==> src/shared/rseq_pkg.sv <==
// rseq_pkg: constants, codes and state encodings of the reset sequencer.
// assumes a 50 MHz aclk; all timing figures are converted to cycles here.
package rseq_pkg;

    // clock and time figures
    localparam int CLK_PERIOD_NS = 20;
    localparam int OSC2M_PERIOD_NS = 500;
    localparam int EXT_MIN_PULSE_NS = 1000;
    localparam int BOD_DETECT_NS = 1000;
    // one full 2 MHz period, longest time rounds down
    localparam int WDT_PULSE_CYC = OSC2M_PERIOD_NS / CLK_PERIOD_NS;
    // least times round up
    localparam int EXT_MIN_CYC =
        (EXT_MIN_PULSE_NS + CLK_PERIOD_NS - 1) / CLK_PERIOD_NS;
    localparam int BOD_DETECT_CYC =
        (BOD_DETECT_NS + CLK_PERIOD_NS - 1) / CLK_PERIOD_NS;
    localparam int SYS_DELAY_CYC = 24;
    localparam int SLOW_LONG_CYC = 65536;
    localparam int SLOW_SHORT_CYC = 4096;

    ////////////////////////////////////////////////////////////////////////
    // register indices; byte address is four times the index
    localparam logic [5:0] REG_STATUS_IDX = 6'h00;
    localparam logic [5:0] REG_CTRL_IDX = 6'h01;
    localparam logic [5:0] REG_INFO_IDX = 6'h02;

    // reset cause flag positions
    localparam int FLAG_POR = 0;
    localparam int FLAG_EXT = 1;
    localparam int FLAG_BOR = 2;
    localparam int FLAG_WDT = 3;
    localparam int FLAG_PDI = 4;
    localparam int FLAG_SW = 5;
    localparam logic [5:0] FLAGS_RESET = 6'h01;
    localparam int CTRL_SWRESET_BIT = 0;

    // startup delay fuse codes
    localparam logic [1:0] SUT_LONG = 2'h0;
    localparam logic [1:0] SUT_SHORT = 2'h1;
    localparam logic [1:0] SUT_RSVD = 2'h2;
    localparam logic [1:0] SUT_NONE = 2'h3;

    // brownout mode fuse codes
    localparam logic [1:0] BOD_RSVD = 2'h0;
    localparam logic [1:0] BOD_SAMPLED = 2'h1;
    localparam logic [1:0] BOD_ENABLED = 2'h2;
    localparam logic [1:0] BOD_DISABLED = 2'h3;
    localparam logic [2:0] BOD_LEVEL_LOWEST = 3'h7;

    localparam logic [15:0] RESET_VEC_DEFAULT = 16'h0000;

    localparam logic [1:0] RESP_OKAY = 2'h0;
    localparam logic [1:0] RESP_SLVERR = 2'h2;

    // release sequence states
    typedef enum logic [5:0] {
        ST_HOLD = 6'h01,
        ST_SLOW = 6'h02,
        ST_SYS = 6'h04,
        ST_OSC = 6'h08,
        ST_CAL = 6'h10,
        ST_RUN = 6'h20
    } rseq_state_t;

endpackage

==> src/rtl/rseq_rst_gen.sv <==
// rseq_rst_gen: drives the chip reset and the pin tri-state control.
// assumes hold_req is glitch free (or of flops and clean source levels).
`timescale 1ns/1ps

module rseq_rst_gen
(
    input wire logic aclk,
    input wire logic aresetn,
    input wire logic hold_req,
    input wire logic seq_done,
    output logic sys_rst_n,
    output logic pins_hiz
);

    typedef struct packed {
        logic [1:0] sync;
        logic hiz;
    } rseq_gen_t;

    rseq_gen_t gen_reg;
    rseq_gen_t gen_next;

    // release walks through two flops so downstream never sees a runt edge
    always_comb
    begin
        gen_next = gen_reg;
        gen_next.sync = {gen_reg.sync[0], seq_done};
        gen_next.hiz = ~gen_reg.sync[0];
    end

    // assertion needs no clock: hold_req sets the flops at once
    always_ff @(posedge aclk or posedge hold_req)
    begin
        if (hold_req)
        begin
            gen_reg <= 3'h1;
        end
        else if (!aresetn)
        begin
            gen_reg <= 3'h1;
        end
        else
        begin
            gen_reg <= gen_next;
        end
    end

    assign sys_rst_n = gen_reg.sync[1];
    assign pins_hiz = gen_reg.hiz;
endmodule // rseq_rst_gen

==> src/rtl/rseq_top.sv <==
// rseq_top: reset source combiner, release sequencer, brownout control
// and the reset status / control registers on an AXI4-Lite slave.
// assumes every input is synchronous to aclk; slow_osc_tick is a one
// cycle pulse per period of the 1 kHz slow oscillator.
//
// How it works
// - any request holds reset until all withdrawn
// - pins tri-stated at once, no clock
// - reset loads vector, peripherals reset, ram kept
// - vector is zero or boot section start
// - release runs delay, osc start, calibration
// - new request restarts the whole release sequence
// - count slow oscillator ticks then 24 clocks
// - startup fuse picks 64K, 4K or none
// - reset selects the 2 MHz default clock
// - start oscillator then load factory calibration
// - per source flags, power-on clears all others
// - continuous brownout resets after detect time
// - sampled brownout checks once per slow tick
// - active fuse awake or idle, sleep fuse otherwise
// - mode fuse: sampled, enabled, disabled, reserved
// - disabled monitor forced on while programming
// - threshold fuse 111 lowest, 000 highest level
// - threshold fuse change waits for programming exit
// - reset pin low past minimum pulse resets
// - watchdog request lasts one 2 MHz period
// - software reset bit resets within two clocks
// - debug port reset only from external debugger
// - software bit self clears; flags write-one-clear
`timescale 1ns/1ps

module rseq_top
    import rseq_pkg::*;
#(
    parameter int SLOW_LONG = SLOW_LONG_CYC,
    parameter int SLOW_SHORT = SLOW_SHORT_CYC,
    parameter logic [15:0] BOOT_VECTOR = 16'h1000
)
(
    input wire logic aclk,
    input wire logic aresetn,
    input wire logic [7:0] s_axi_awaddr,
    input wire logic s_axi_awvalid,
    output logic s_axi_awready,
    input wire logic [31:0] s_axi_wdata,
    input wire logic [3:0] s_axi_wstrb,
    input wire logic s_axi_wvalid,
    output logic s_axi_wready,
    output logic [1:0] s_axi_bresp,
    output logic s_axi_bvalid,
    input wire logic s_axi_bready,
    input wire logic [7:0] s_axi_araddr,
    input wire logic s_axi_arvalid,
    output logic s_axi_arready,
    output logic [31:0] s_axi_rdata,
    output logic [1:0] s_axi_rresp,
    output logic s_axi_rvalid,
    input wire logic s_axi_rready,
    input wire logic por_req,
    input wire logic reset_pin_n,
    input wire logic watchdog_timer_timeout,
    input wire logic program_debug_port_reset,
    input wire logic slow_osc_tick,
    input wire logic vcc_below_trigger,
    input wire logic vcc_above_upper,
    input wire logic [1:0] startup_delay_fuse,
    input wire logic [2:0] brownout_threshold_fuse,
    input wire logic [1:0] brownout_active_mode_fuse,
    input wire logic [1:0] brownout_sleep_mode_fuse,
    input wire logic deep_sleep,
    input wire logic chip_erase,
    input wire logic program_debug_port_enable,
    input wire logic boot_vector_sel,
    input wire logic osc_ready,
    output logic sys_rst_n,
    output logic pins_hiz,
    output logic [15:0] reset_vector,
    output logic clk_default_sel,
    output logic osc_start,
    output logic cal_load,
    output logic brownout_monitor_en,
    output logic [2:0] brownout_level
);

    typedef struct packed {
        rseq_state_t state;
        logic [16:0] cnt;
        logic [7:0] ext_cnt;
        logic ext_req;
        logic [7:0] bod_cnt;
        logic bor_req;
        logic bod_force_cont;
        logic bod_mon_en;
        logic [2:0] bod_fuse_q;
        logic [2:0] bod_level;
        logic [7:0] wdt_cnt;
        logic wdt_req;
        logic sw_req;
        logic [5:0] flags;
        logic clk_sel;
        logic osc_start;
        logic cal_load;
        logic [15:0] vector;
        logic aw_full;
        logic [5:0] aw_idx;
        logic w_full;
        logic [7:0] w_byte;
        logic w_strb0;
        logic awready;
        logic wready;
        logic bvalid;
        logic [1:0] bresp;
        logic arready;
        logic rvalid;
        logic [1:0] rresp;
        logic [31:0] rdata;
    } rseq_regs_t;

    rseq_regs_t rs_reg;
    rseq_regs_t rs_next;
    logic any_req;
    logic [1:0] bod_mode;
    logic bod_cont;
    logic bod_samp;
    logic bod_forced;
    logic sw_wr;
    logic [16:0] slow_last;
    logic [5:0] rd_idx;

    ////////////////////////////////////////////////////////////////////////
    // request combiner: flops and clean levels only, it feeds an async set
    assign any_req = por_req | program_debug_port_reset | rs_reg.ext_req
        | rs_reg.bor_req | rs_reg.wdt_req | rs_reg.sw_req;

    // brownout mode selection and decode
    assign bod_mode = deep_sleep ? brownout_sleep_mode_fuse
        : brownout_active_mode_fuse;
    assign bod_forced = (bod_mode == BOD_DISABLED)
        & (chip_erase | program_debug_port_enable);
    // reserved code is treated as no monitoring
    assign bod_cont = (bod_mode == BOD_ENABLED) | rs_reg.bod_force_cont
        | bod_forced;
    assign bod_samp = (bod_mode == BOD_SAMPLED);

    assign slow_last = (startup_delay_fuse == SUT_SHORT)
        ? 17'(SLOW_SHORT - 1) : 17'(SLOW_LONG - 1);
    assign rd_idx = s_axi_araddr[7:2];
    assign sw_wr = rs_reg.aw_full && rs_reg.w_full && !rs_reg.bvalid
        && rs_reg.aw_idx == REG_CTRL_IDX && rs_reg.w_strb0
        && rs_reg.w_byte[CTRL_SWRESET_BIT];

    ////////////////////////////////////////////////////////////////////////
    // next state of the whole block
    always_comb
    begin
        rs_next = rs_reg;
        rs_next.cal_load = 1'b0;

        // release sequencer; any request throws it back to hold
        if (any_req)
        begin
            rs_next.state = ST_HOLD;
            rs_next.cnt = '0;
        end
        else
        begin
            case (rs_reg.state)
                ST_HOLD:
                begin
                    rs_next.cnt = '0;
                    // reserved delay code falls back to the long delay
                    rs_next.state = (startup_delay_fuse == SUT_NONE)
                        ? ST_SYS : ST_SLOW;
                end
                ST_SLOW:
                begin
                    if (slow_osc_tick)
                    begin
                        if (rs_reg.cnt == slow_last)
                        begin
                            rs_next.state = ST_SYS;
                            rs_next.cnt = '0;
                        end
                        else
                        begin
                            rs_next.cnt = rs_reg.cnt + 17'h00001;
                        end
                    end
                end
                ST_SYS:
                begin
                    if (rs_reg.cnt == 17'(SYS_DELAY_CYC - 1))
                    begin
                        rs_next.state = ST_OSC;
                    end
                    else
                    begin
                        rs_next.cnt = rs_reg.cnt + 17'h00001;
                    end
                end
                ST_OSC:
                begin
                    rs_next.osc_start = 1'b1;
                    if (osc_ready)
                    begin
                        rs_next.state = ST_CAL;
                        rs_next.cal_load = 1'b1;
                    end
                end
                ST_CAL:
                begin
                    rs_next.state = ST_RUN;
                end
                ST_RUN:
                begin
                    rs_next.state = ST_RUN;
                end
                default:
                begin
                    rs_next.state = ST_HOLD;
                end
            endcase
        end

        // reset puts the clock system back to its default source
        if (rs_next.state == ST_HOLD)
        begin
            rs_next.clk_sel = 1'b1;
            rs_next.osc_start = 1'b0;
            rs_next.vector = boot_vector_sel ? BOOT_VECTOR
                : RESET_VEC_DEFAULT;
        end
        else if (rs_next.state == ST_RUN)
        begin
            rs_next.clk_sel = 1'b0;
        end

        // reset pin filter: short glitches never reach the combiner
        if (!reset_pin_n)
        begin
            if (rs_reg.ext_cnt != 8'(EXT_MIN_CYC))
            begin
                rs_next.ext_cnt = rs_reg.ext_cnt + 8'h01;
            end
            rs_next.ext_req = (rs_reg.ext_cnt == 8'(EXT_MIN_CYC));
        end
        else
        begin
            rs_next.ext_cnt = '0;
            rs_next.ext_req = 1'b0;
        end

        // watchdog request stretched to one 2 MHz period
        if (rs_reg.wdt_req)
        begin
            rs_next.wdt_cnt = rs_reg.wdt_cnt + 8'h01;
            if (rs_reg.wdt_cnt == 8'(WDT_PULSE_CYC - 1))
            begin
                rs_next.wdt_req = 1'b0;
            end
        end
        else if (watchdog_timer_timeout)
        begin
            rs_next.wdt_req = 1'b1;
            rs_next.wdt_cnt = '0;
        end

        // brownout threshold fuse is frozen while programming
        if (!program_debug_port_enable)
        begin
            rs_next.bod_fuse_q = brownout_threshold_fuse;
        end
        // code order is level order: 111 lowest, 000 highest
        rs_next.bod_level = bod_forced ? BOD_LEVEL_LOWEST
            : rs_next.bod_fuse_q;
        // sampled mode powers the monitor for one cycle per slow tick
        rs_next.bod_mon_en = bod_cont | (bod_samp & slow_osc_tick);

        // brownout detection
        if (bod_cont && vcc_below_trigger)
        begin
            if (rs_reg.bod_cnt != 8'(BOD_DETECT_CYC))
            begin
                rs_next.bod_cnt = rs_reg.bod_cnt + 8'h01;
            end
            else
            begin
                rs_next.bor_req = 1'b1;
            end
        end
        else
        begin
            rs_next.bod_cnt = '0;
        end
        if (bod_samp && rs_reg.bod_mon_en && vcc_below_trigger)
        begin
            rs_next.bor_req = 1'b1;
            rs_next.bod_force_cont = 1'b1;
        end
        // recovery lets the sequencer start its delay
        if (vcc_above_upper && !vcc_below_trigger)
        begin
            rs_next.bor_req = 1'b0;
            rs_next.bod_force_cont = 1'b0;
        end

        // software reset bit lives one cycle: it clears once issued
        if (rs_reg.sw_req)
        begin
            rs_next.sw_req = 1'b0;
        end

        // axi write: address and data taken in either order
        if (s_axi_awvalid && rs_reg.awready)
        begin
            rs_next.aw_full = 1'b1;
            rs_next.aw_idx = s_axi_awaddr[7:2];
        end
        if (s_axi_wvalid && rs_reg.wready)
        begin
            rs_next.w_full = 1'b1;
            rs_next.w_byte = s_axi_wdata[7:0];
            rs_next.w_strb0 = s_axi_wstrb[0];
        end
        if (rs_reg.bvalid && s_axi_bready)
        begin
            rs_next.bvalid = 1'b0;
        end
        if (rs_reg.aw_full && rs_reg.w_full && !rs_reg.bvalid)
        begin
            rs_next.aw_full = 1'b0;
            rs_next.w_full = 1'b0;
            rs_next.bvalid = 1'b1;
            rs_next.bresp = RESP_OKAY;
            if (rs_reg.aw_idx == REG_STATUS_IDX && rs_reg.w_strb0)
            begin
                rs_next.flags = rs_reg.flags & ~rs_reg.w_byte[5:0];
            end
            else if (sw_wr)
            begin
                rs_next.sw_req = 1'b1;
            end
            else if (rs_reg.aw_idx > REG_INFO_IDX)
            begin
                rs_next.bresp = RESP_SLVERR;
            end
        end

        // flag setting comes after the clear so a new cause is kept
        rs_next.flags[FLAG_EXT] = rs_next.flags[FLAG_EXT] | rs_reg.ext_req;
        rs_next.flags[FLAG_BOR] = rs_next.flags[FLAG_BOR] | rs_reg.bor_req;
        rs_next.flags[FLAG_WDT] = rs_next.flags[FLAG_WDT] | rs_reg.wdt_req;
        rs_next.flags[FLAG_PDI] = rs_next.flags[FLAG_PDI]
            | program_debug_port_reset;
        rs_next.flags[FLAG_SW] = rs_next.flags[FLAG_SW] | rs_reg.sw_req;
        if (por_req)
        begin
            rs_next.flags = FLAGS_RESET;
        end

        // axi read
        if (rs_reg.rvalid && s_axi_rready)
        begin
            rs_next.rvalid = 1'b0;
        end
        if (s_axi_arvalid && rs_reg.arready)
        begin
            rs_next.rvalid = 1'b1;
            rs_next.rresp = RESP_OKAY;
            rs_next.rdata = '0;
            case (rd_idx)
                REG_STATUS_IDX: rs_next.rdata[5:0] = rs_reg.flags;
                REG_CTRL_IDX: rs_next.rdata[0] = rs_reg.sw_req;
                REG_INFO_IDX:
                    rs_next.rdata[7:0] = {bod_cont, bod_samp, rs_reg.state};
                default: rs_next.rresp = RESP_SLVERR;
            endcase
        end
        // one write and one read in flight at a time
        rs_next.awready = !rs_next.aw_full && !rs_next.bvalid;
        rs_next.wready = !rs_next.w_full && !rs_next.bvalid;
        rs_next.arready = !rs_next.rvalid;
    end

    // aresetn is the block's own power-up: sequencer holds, flags show it
    always_ff @(posedge aclk)
    begin
        if (!aresetn)
        begin
            rs_reg <= '0;
            rs_reg.state <= ST_HOLD;
            rs_reg.flags <= FLAGS_RESET;
            rs_reg.clk_sel <= 1'b1;
            rs_reg.vector <= RESET_VEC_DEFAULT;
        end
        else
        begin
            rs_reg <= rs_next;
        end
    end

    ////////////////////////////////////////////////////////////////////////
    // chip reset and pin control, asserted without a clock
    rseq_rst_gen u_gen
    (
        .aclk(aclk),
        .aresetn(aresetn),
        .hold_req(any_req),
        .seq_done(rs_reg.state == ST_RUN),
        .sys_rst_n(sys_rst_n),
        .pins_hiz(pins_hiz)
    );

    assign s_axi_awready = rs_reg.awready;
    assign s_axi_wready = rs_reg.wready;
    assign s_axi_bvalid = rs_reg.bvalid;
    assign s_axi_bresp = rs_reg.bresp;
    assign s_axi_arready = rs_reg.arready;
    assign s_axi_rvalid = rs_reg.rvalid;
    assign s_axi_rresp = rs_reg.rresp;
    assign s_axi_rdata = rs_reg.rdata;
    assign reset_vector = rs_reg.vector;
    assign clk_default_sel = rs_reg.clk_sel;
    assign osc_start = rs_reg.osc_start;
    assign cal_load = rs_reg.cal_load;
    assign brownout_monitor_en = rs_reg.bod_mon_en;
    assign brownout_level = rs_reg.bod_level;
endmodule // rseq_top

==> config.mk <==
export PLATFORM = sky130hd
export DESIGN_NAME = rseq_top
export DESIGN_NICKNAME = d
export VERILOG_FILES = /design/src/shared/rseq_pkg.sv /design/src/rtl/rseq_rst_gen.sv /design/src/rtl/rseq_top.sv
export SDC_FILE = /design/constraint.sdc
export NUM_CORES = 1
export LEC_CHECK = 0
export ABC_AREA = 1
export BUFFER_PORTS_ARGS = -buffer_cell sky130_fd_sc_hd__buf_2
export CAP_MARGIN = 20
export CELL_PAD_IN_SITES_DETAIL_PLACEMENT = 0
export CELL_PAD_IN_SITES_GLOBAL_PLACEMENT = 1
export CORE_ASPECT_RATIO = 0.5
export CORE_MARGIN = 10
export CORE_UTILIZATION = 25
export CTS_CLUSTER_DIAMETER = 30
export CTS_CLUSTER_SIZE = 20
export DETAILED_ROUTE_END_ITERATION = 6
export GPL_TIMING_DRIVEN = 0
export HOLD_SLACK_MARGIN = 0.03
export PLACE_DENSITY = 0.61
export SYNTH_ARGS = -nofsm -noshare
export SYNTH_HDL_FRONTEND = slang
export SYNTH_SLANG_ARGS = --single-unit
export TNS_END_PERCENT = 30
==> constraint.sdc <==
create_clock -name aclk -period 0.9 [get_ports aclk]
set_input_delay 0.09 -clock aclk [delete_from_list [all_inputs] [get_ports aclk]]
set_output_delay 0.09 -clock aclk [all_outputs]
set_load 0.05 [all_outputs]
==> Yosys cells after proc, flatten, opt, wreduce, memory -nomap -nowiden <==
Index checks and enable logic that the tools add are counted.
{ "word_totals": {"regBits": 121, "word_cells": 170, "input_bits": 80} }
{ "op_classes": {"magnitude_cmp": 1, "n_bitwise": 23, "eq_ne": 25, "mux": 41, "n_addsub": 4, "reduce_logical": 42} }
{ "op_table": {"columns": ["op", "count"], "rows": [
  ["case mux 17 bit (3 select lines)", 1],
  ["two-way mux 23 bit", 2],
  ["two-way mux 35 bit", 1],
  ["two-way mux 17 bit", 2],
  ["two-way mux 6 bit", 5],
  ["case mux 6 bit (5 select lines)", 1],
  ["adder 8 x 1 -> 8 bit (second input constant)", 3],
  ["== test 6 x 1 -> 1 bit (second input constant)", 4],
  ["two-way mux 9 bit", 2],
  ["adder 17 x 1 -> 17 bit (second input constant)", 1],
  ["== test 17 x 16 -> 1 bit", 1],
  ["== test 17 x 5 -> 1 bit (second input constant)", 1],
  ["logical AND 1 bit", 17],
  ["two-way mux 16 bit", 1],
  ["inequality test 8 x 6 -> 1 bit (second input constant)", 2],
  ["two-way mux 3 bit", 5],
  ["two-way mux 2 bit", 7],
  ["OR 1 bit", 14],
  ["two-way mux 13 bit", 1],
  ["== test 6 x 2 -> 1 bit (second input constant)", 2],
  ["== test 6 bit (second input constant)", 2],
  ["logical NOT 6 bit", 2],
  ["OR reduction 2 bit", 6],
  ["two-way mux 10 bit", 1],
  ["other kinds (24)", 52]
]} }

==> Logic depth before layout (Yosys ltp) <==
{ "depth": {"depth_word": 10, "depth_mapped": 13, "ltp_nobuf": 13} }

==> Cells and area by module <==
Synthesis repeated with hierarchy kept, for this count alone.
{ "unflattened": {"cells_unflattened": 657, "area_unflattened_um2": 4902.2} }
{ "by_module_without_submodules": {"columns": ["mod", "cells_per_inst", "area_per_inst_um2", "instances"], "rows": [
  ["rseq_top", 649, 4804.6, 1],
  ["rseq_rst_gen", 8, 97.6, 1]
]} }

==> Worst setup path after synthesis <==
No wires, ideal clock.
{ "synth_path": {"kind": "register -> register", "start": "register rs_reg (netlist bit s_axi_arready)", "end": "register rs_reg (netlist bit s_axi_rdata[1])", "required_time_ns": 0.843, "synth_period_minus_slack_ns": 1.630, "path_buffers": 0, "path_stages_with_launch": 7, "slack_ns": -0.730, "arrival_ns": 1.574, "cell_sequence": "dfxtp_1 nand2_1 nor3_2 nand2_1 nand3_1 nand2_1 inv_1"} }
{ "synth_via": {"elab_chain_len": 1} }
{ "synth_lines": {"columns": ["element", "line_no", "text"], "rows": [
  ["start: declaration", "rseq_top.sv:119", "rseq_regs_t rs_reg;"],
  ["start signal: assignment", "rseq_top.sv:398", "rs_reg <= rs_next;"],
  ["logical AND 1 bit", "rseq_top.sv:366", "if (s_axi_arvalid && rs_reg.arready)"]
]} }
No other way between the ends.
A chain may end at the register's enable or synchronous reset.

==> Final worst setup path <==
{ "layout_path": {"start": "register rs_reg[141] (netlist name)", "end": "register rs_reg[132] (netlist name)"} }
{ "layout_via": {"elab_chain_len": 3, "elab_cells_between_ends": 8, "cone_classes": "eq/ne: 5; mux: 1; reduce/logical: 2"} }
{ "layout_lines": {"columns": ["element", "line_no", "text"], "rows": [
  ["== test 6 x 3 -> 1 bit (tied with other cells)", "rseq_top.sv:167", "case (rs_reg.state)"],
  ["inequality test 2 bit (no line) / nonzero test 3 bit (equally long branches)", null, null],
  ["AND reduction 3 bit (no line)", null, null]
]} }
Several ways; a longest one is shown, not always the timed one.

==> key figures <==
Status
  – Outcome: complete, but fails checks
  – Failing checks: negative setup slack

Global routing
  – Vias in the first global route: 4899
  – Initial antenna violation count: 0
  – Total gr overflow: 0
  – Largest net degree at the start of global routing: 19
  – Global-route usage over all layers: 0.109
  – First-pass GRT wire length: ~24 mm

Clock tree
  – Clock Path Buffers: 2
  – CTS Buf Count: 9
  – TritonCTS clock tree: done
  – Clk Latency, worst-skew pair: 0.35 ns
  – Clock Tree Root: clkbuf_16
  – Clk pin slew, worst setup/hold paths: around 0.07 ns
  – Sink Count: 102
  – H-tree depth: 3

Logic synthesis
  – Synth area leader: dfxtp_1
  – YS warnings: 0
  – Mean Syn Cell Area: slightly above 7 sq um
  – #FFs+latches synth: 102
  – Area share of the largest cell type after synthesis: 0.396
  – EDFF count, synth: 0
  – Cell Area, Synth: between 4000 and 5000 sq um
  – Post-synthesis async set-or-reset flop share: 0.0294
  – Cells after Synth: 693
  – Top cells by area in the synthesized netlist: dfxtp_1, nand2_1, nor2_1
  – Sequential element share of the synthesized area: 0.412
  – Dominant synthesized flop cell: dfxtp_1
  – Synth cell types: 44

Setup path
  – CP peak stage delay: 0.37 ns
  – Critical path peak fanout: 5
  – Cell mode on critical path: nor2_4
  – Worst Path Arrival: 1.99 ns
  – Critical Path RT: 1.15 ns
  – Slowest CP cell: dfxtp_4
  – Critical Path, Cell by Cell: nor2_4 > nand3_4 > nand3_4 > nand2_4 > nor2_4 > buf_6 > nand2_4 > nor2_4 > nor2_1 > and2_1
  – Startpoint type of the worst setup path: flip-flop
  – CP Class: reg -> reg
  – Endpoint class of the critical path: flip-flop

STA
  – Final setup violation count: 93
  – Fin. Hold Viols: 0
  – Fmax: 572 MHz
  – Unrepaired setup endpoints after global routing: true
  – Layout Skew: 0.0118 ns
  – Normalized max-slew margin: 0.597
  – Slew @ Worst Pin: 0.604 ns
  – Final hold slack: 0.0505 ns
  – Fin crit share: 1.94
  – Setup ws final: -0.849 ns
  – Pins Over Slew Limit: 0
  – Fin crit period: 1.75 ns

Final layout
  – Most common cell after layout, fill and taps aside: nand2_1
  – ANT cells: 0
  – Final Util: 0.401
  – Largest register FFs: 76
  – Fillers: a little over 2000
  – Final nets: 972
  – Most frequent cells in the layout: nand2_1, nor2_1, buf_4, inv_1, dfxtp_1
  – Share of cells above drive strength 1: 0.443
  – Synth-to-layout area growth: 56.8%

Route
  – DR top layer: met4
  – Metal2 WL: between 7 and 8 mm
  – DR WL met3: 605 um
  – DR vias: 4879
  – Drt first pass iters: 4
  – Antenna viol nets, final: 0
  – Vias per std cell: ~4.2
  – WL final: 14.8 mm
  – Drt drc: 0
  – DR iter-0 viols: 190
  – WL per Instance: between 10 and 15 um
  – Routed length on met1: about 6.5 mm

Pwr
  – Power per cell area: 1340 nW/um^2
  – Leakage: roughly 3.3 nW
  – Worst vdd ir: 0.000719 V

Floorplan
  – Ports: roughly 150
  – Cell row count: 36
  – Die Ht: 120 um
  – DIE WIDTH: approximately 220 um
  – Starting Density: 0.256
  – DIE AREA: 26400 sq um
  – Core Box Area: 19500 sq um

Placed design
  – Placer congestion estimate: between 0.7 and 0.8
  – Port-buffer cells: 71
  – Dpl hpwl: 10.4 mm

Min path
  – Hold WC Path Type: in -> reg

Flow run
  – # Max-Cap Violations: 0
-- cells in the mapped netlist (all sizes together) (6+ instances only) --
master	count
nand2	124
nor2	123
dfxtp	99
inv	87
buf	56
nand3	48
o21ai	37
a21oi	34
nor3	18
nand4	9
ha	7
nor4	7
clkbuf	6
-- power by group --
part / total (W) / switching [W] / internal (W)
sequential: 0.00474 / 0.000114 / 0.00462
combinational: 0.00192 / 0.00119 / 0.000732
clock: 0.00388 / 0.00188 / 0.00201
total: 0.0105 / 0.00318 / 0.00736
-- cell families (layout without fill, tap and decap cells) --
logic type               after synthesis  in the layout  synth area share
flip-flops                           102            102             0.412
AO/OA/AOI/OAI                         82             82            0.0921
adder cells (fa/ha/maj)                7              7            0.0175
buffers and inverters                151            307             0.156
XOR/XNOR                               7              7            0.0123
AND/OR/NAND/NOR                      340            341             0.304
other                                  1             41          0.000750
multiplexers                           3              3           0.00601
-- per-stage QoR --
stage | setup slack (ns) | power [W] | cell area (sq um) | TNS [ns] | cells
floorplan | -0.691 | 0.00591 | 5220 | -27.43 | 733
global placement | -1.06 | 0.00623 | 5900 | -52.66 | 1070
detailed placement | -1.06 | 0.00624 | 5900 | -53.51 | 1070
CTS | -0.783 | 0.0105 | 7430 | -29.88 | 1142
global route | -0.915 | 0.0110 | 7840 | -37.11 | 1156
finish | -0.849 | 0.0105 | 7840 | -29.83 | 1156
-- metal layers --
layer  vias up  track usage
met5         -            0
met4         0       0.0251
met3        10       0.0293
met2        75        0.195
met1      2273        0.127
li1       2521            -
-- area by class of cell --
type,instances,area [sq um],area share
clock inverter,6,51.3,0.00654
multi-input combinational,481,3020,0.385
tap,266,333,0.0425
clock buffer,10,239,0.0305
sequential,102,2140,0.273
timing repair buffer,140,1200,0.153
buffer,62,478,0.0610
inverter,89,382,0.0487
-- worst paths after layout --
path	startpoint	end	slack, ns	cells after the start
hold / removal	vcc_above_upper	rs_reg[101]	0.05	4
setup / recovery	rs_reg[141]	rs_reg[132]	-0.85	10
setup reg to reg	rs_reg[141]	rs_reg[132]	-0.85	10
hold reg to reg	u_gen.gen_next[2]	u_gen.pins_hiz	0.39	1
max in group asynchronous	rs_reg[110]	u_gen.pins_hiz	0.05	4
min in group asynchronous	program_debug_port_reset	u_gen.gen_next[2]	0.52	6
-- worst max-delay path, delay by kind of cell (launching register included) --
family | cells | cell delay [ns]
simple gates | 9 | 1.10
buf+inv | 1 | 0.16
flops | 1 | 0.37
-- timing repair --
| item | in CTS | in global routing |
|---|---|---|
| hold endpoints to repair | 24 | 0 |
| hold buffers | 21 | 0 |
| pin swaps | 49 | 33 |
| setup endpoints to repair | 124 | 116 |
| gates resized for setup | 232 | 97 |
| buffers inserted | 35 | 15 |
| gates cloned | 2 | 0 |
No activity file was read; power rests on OpenSTA's default activity.
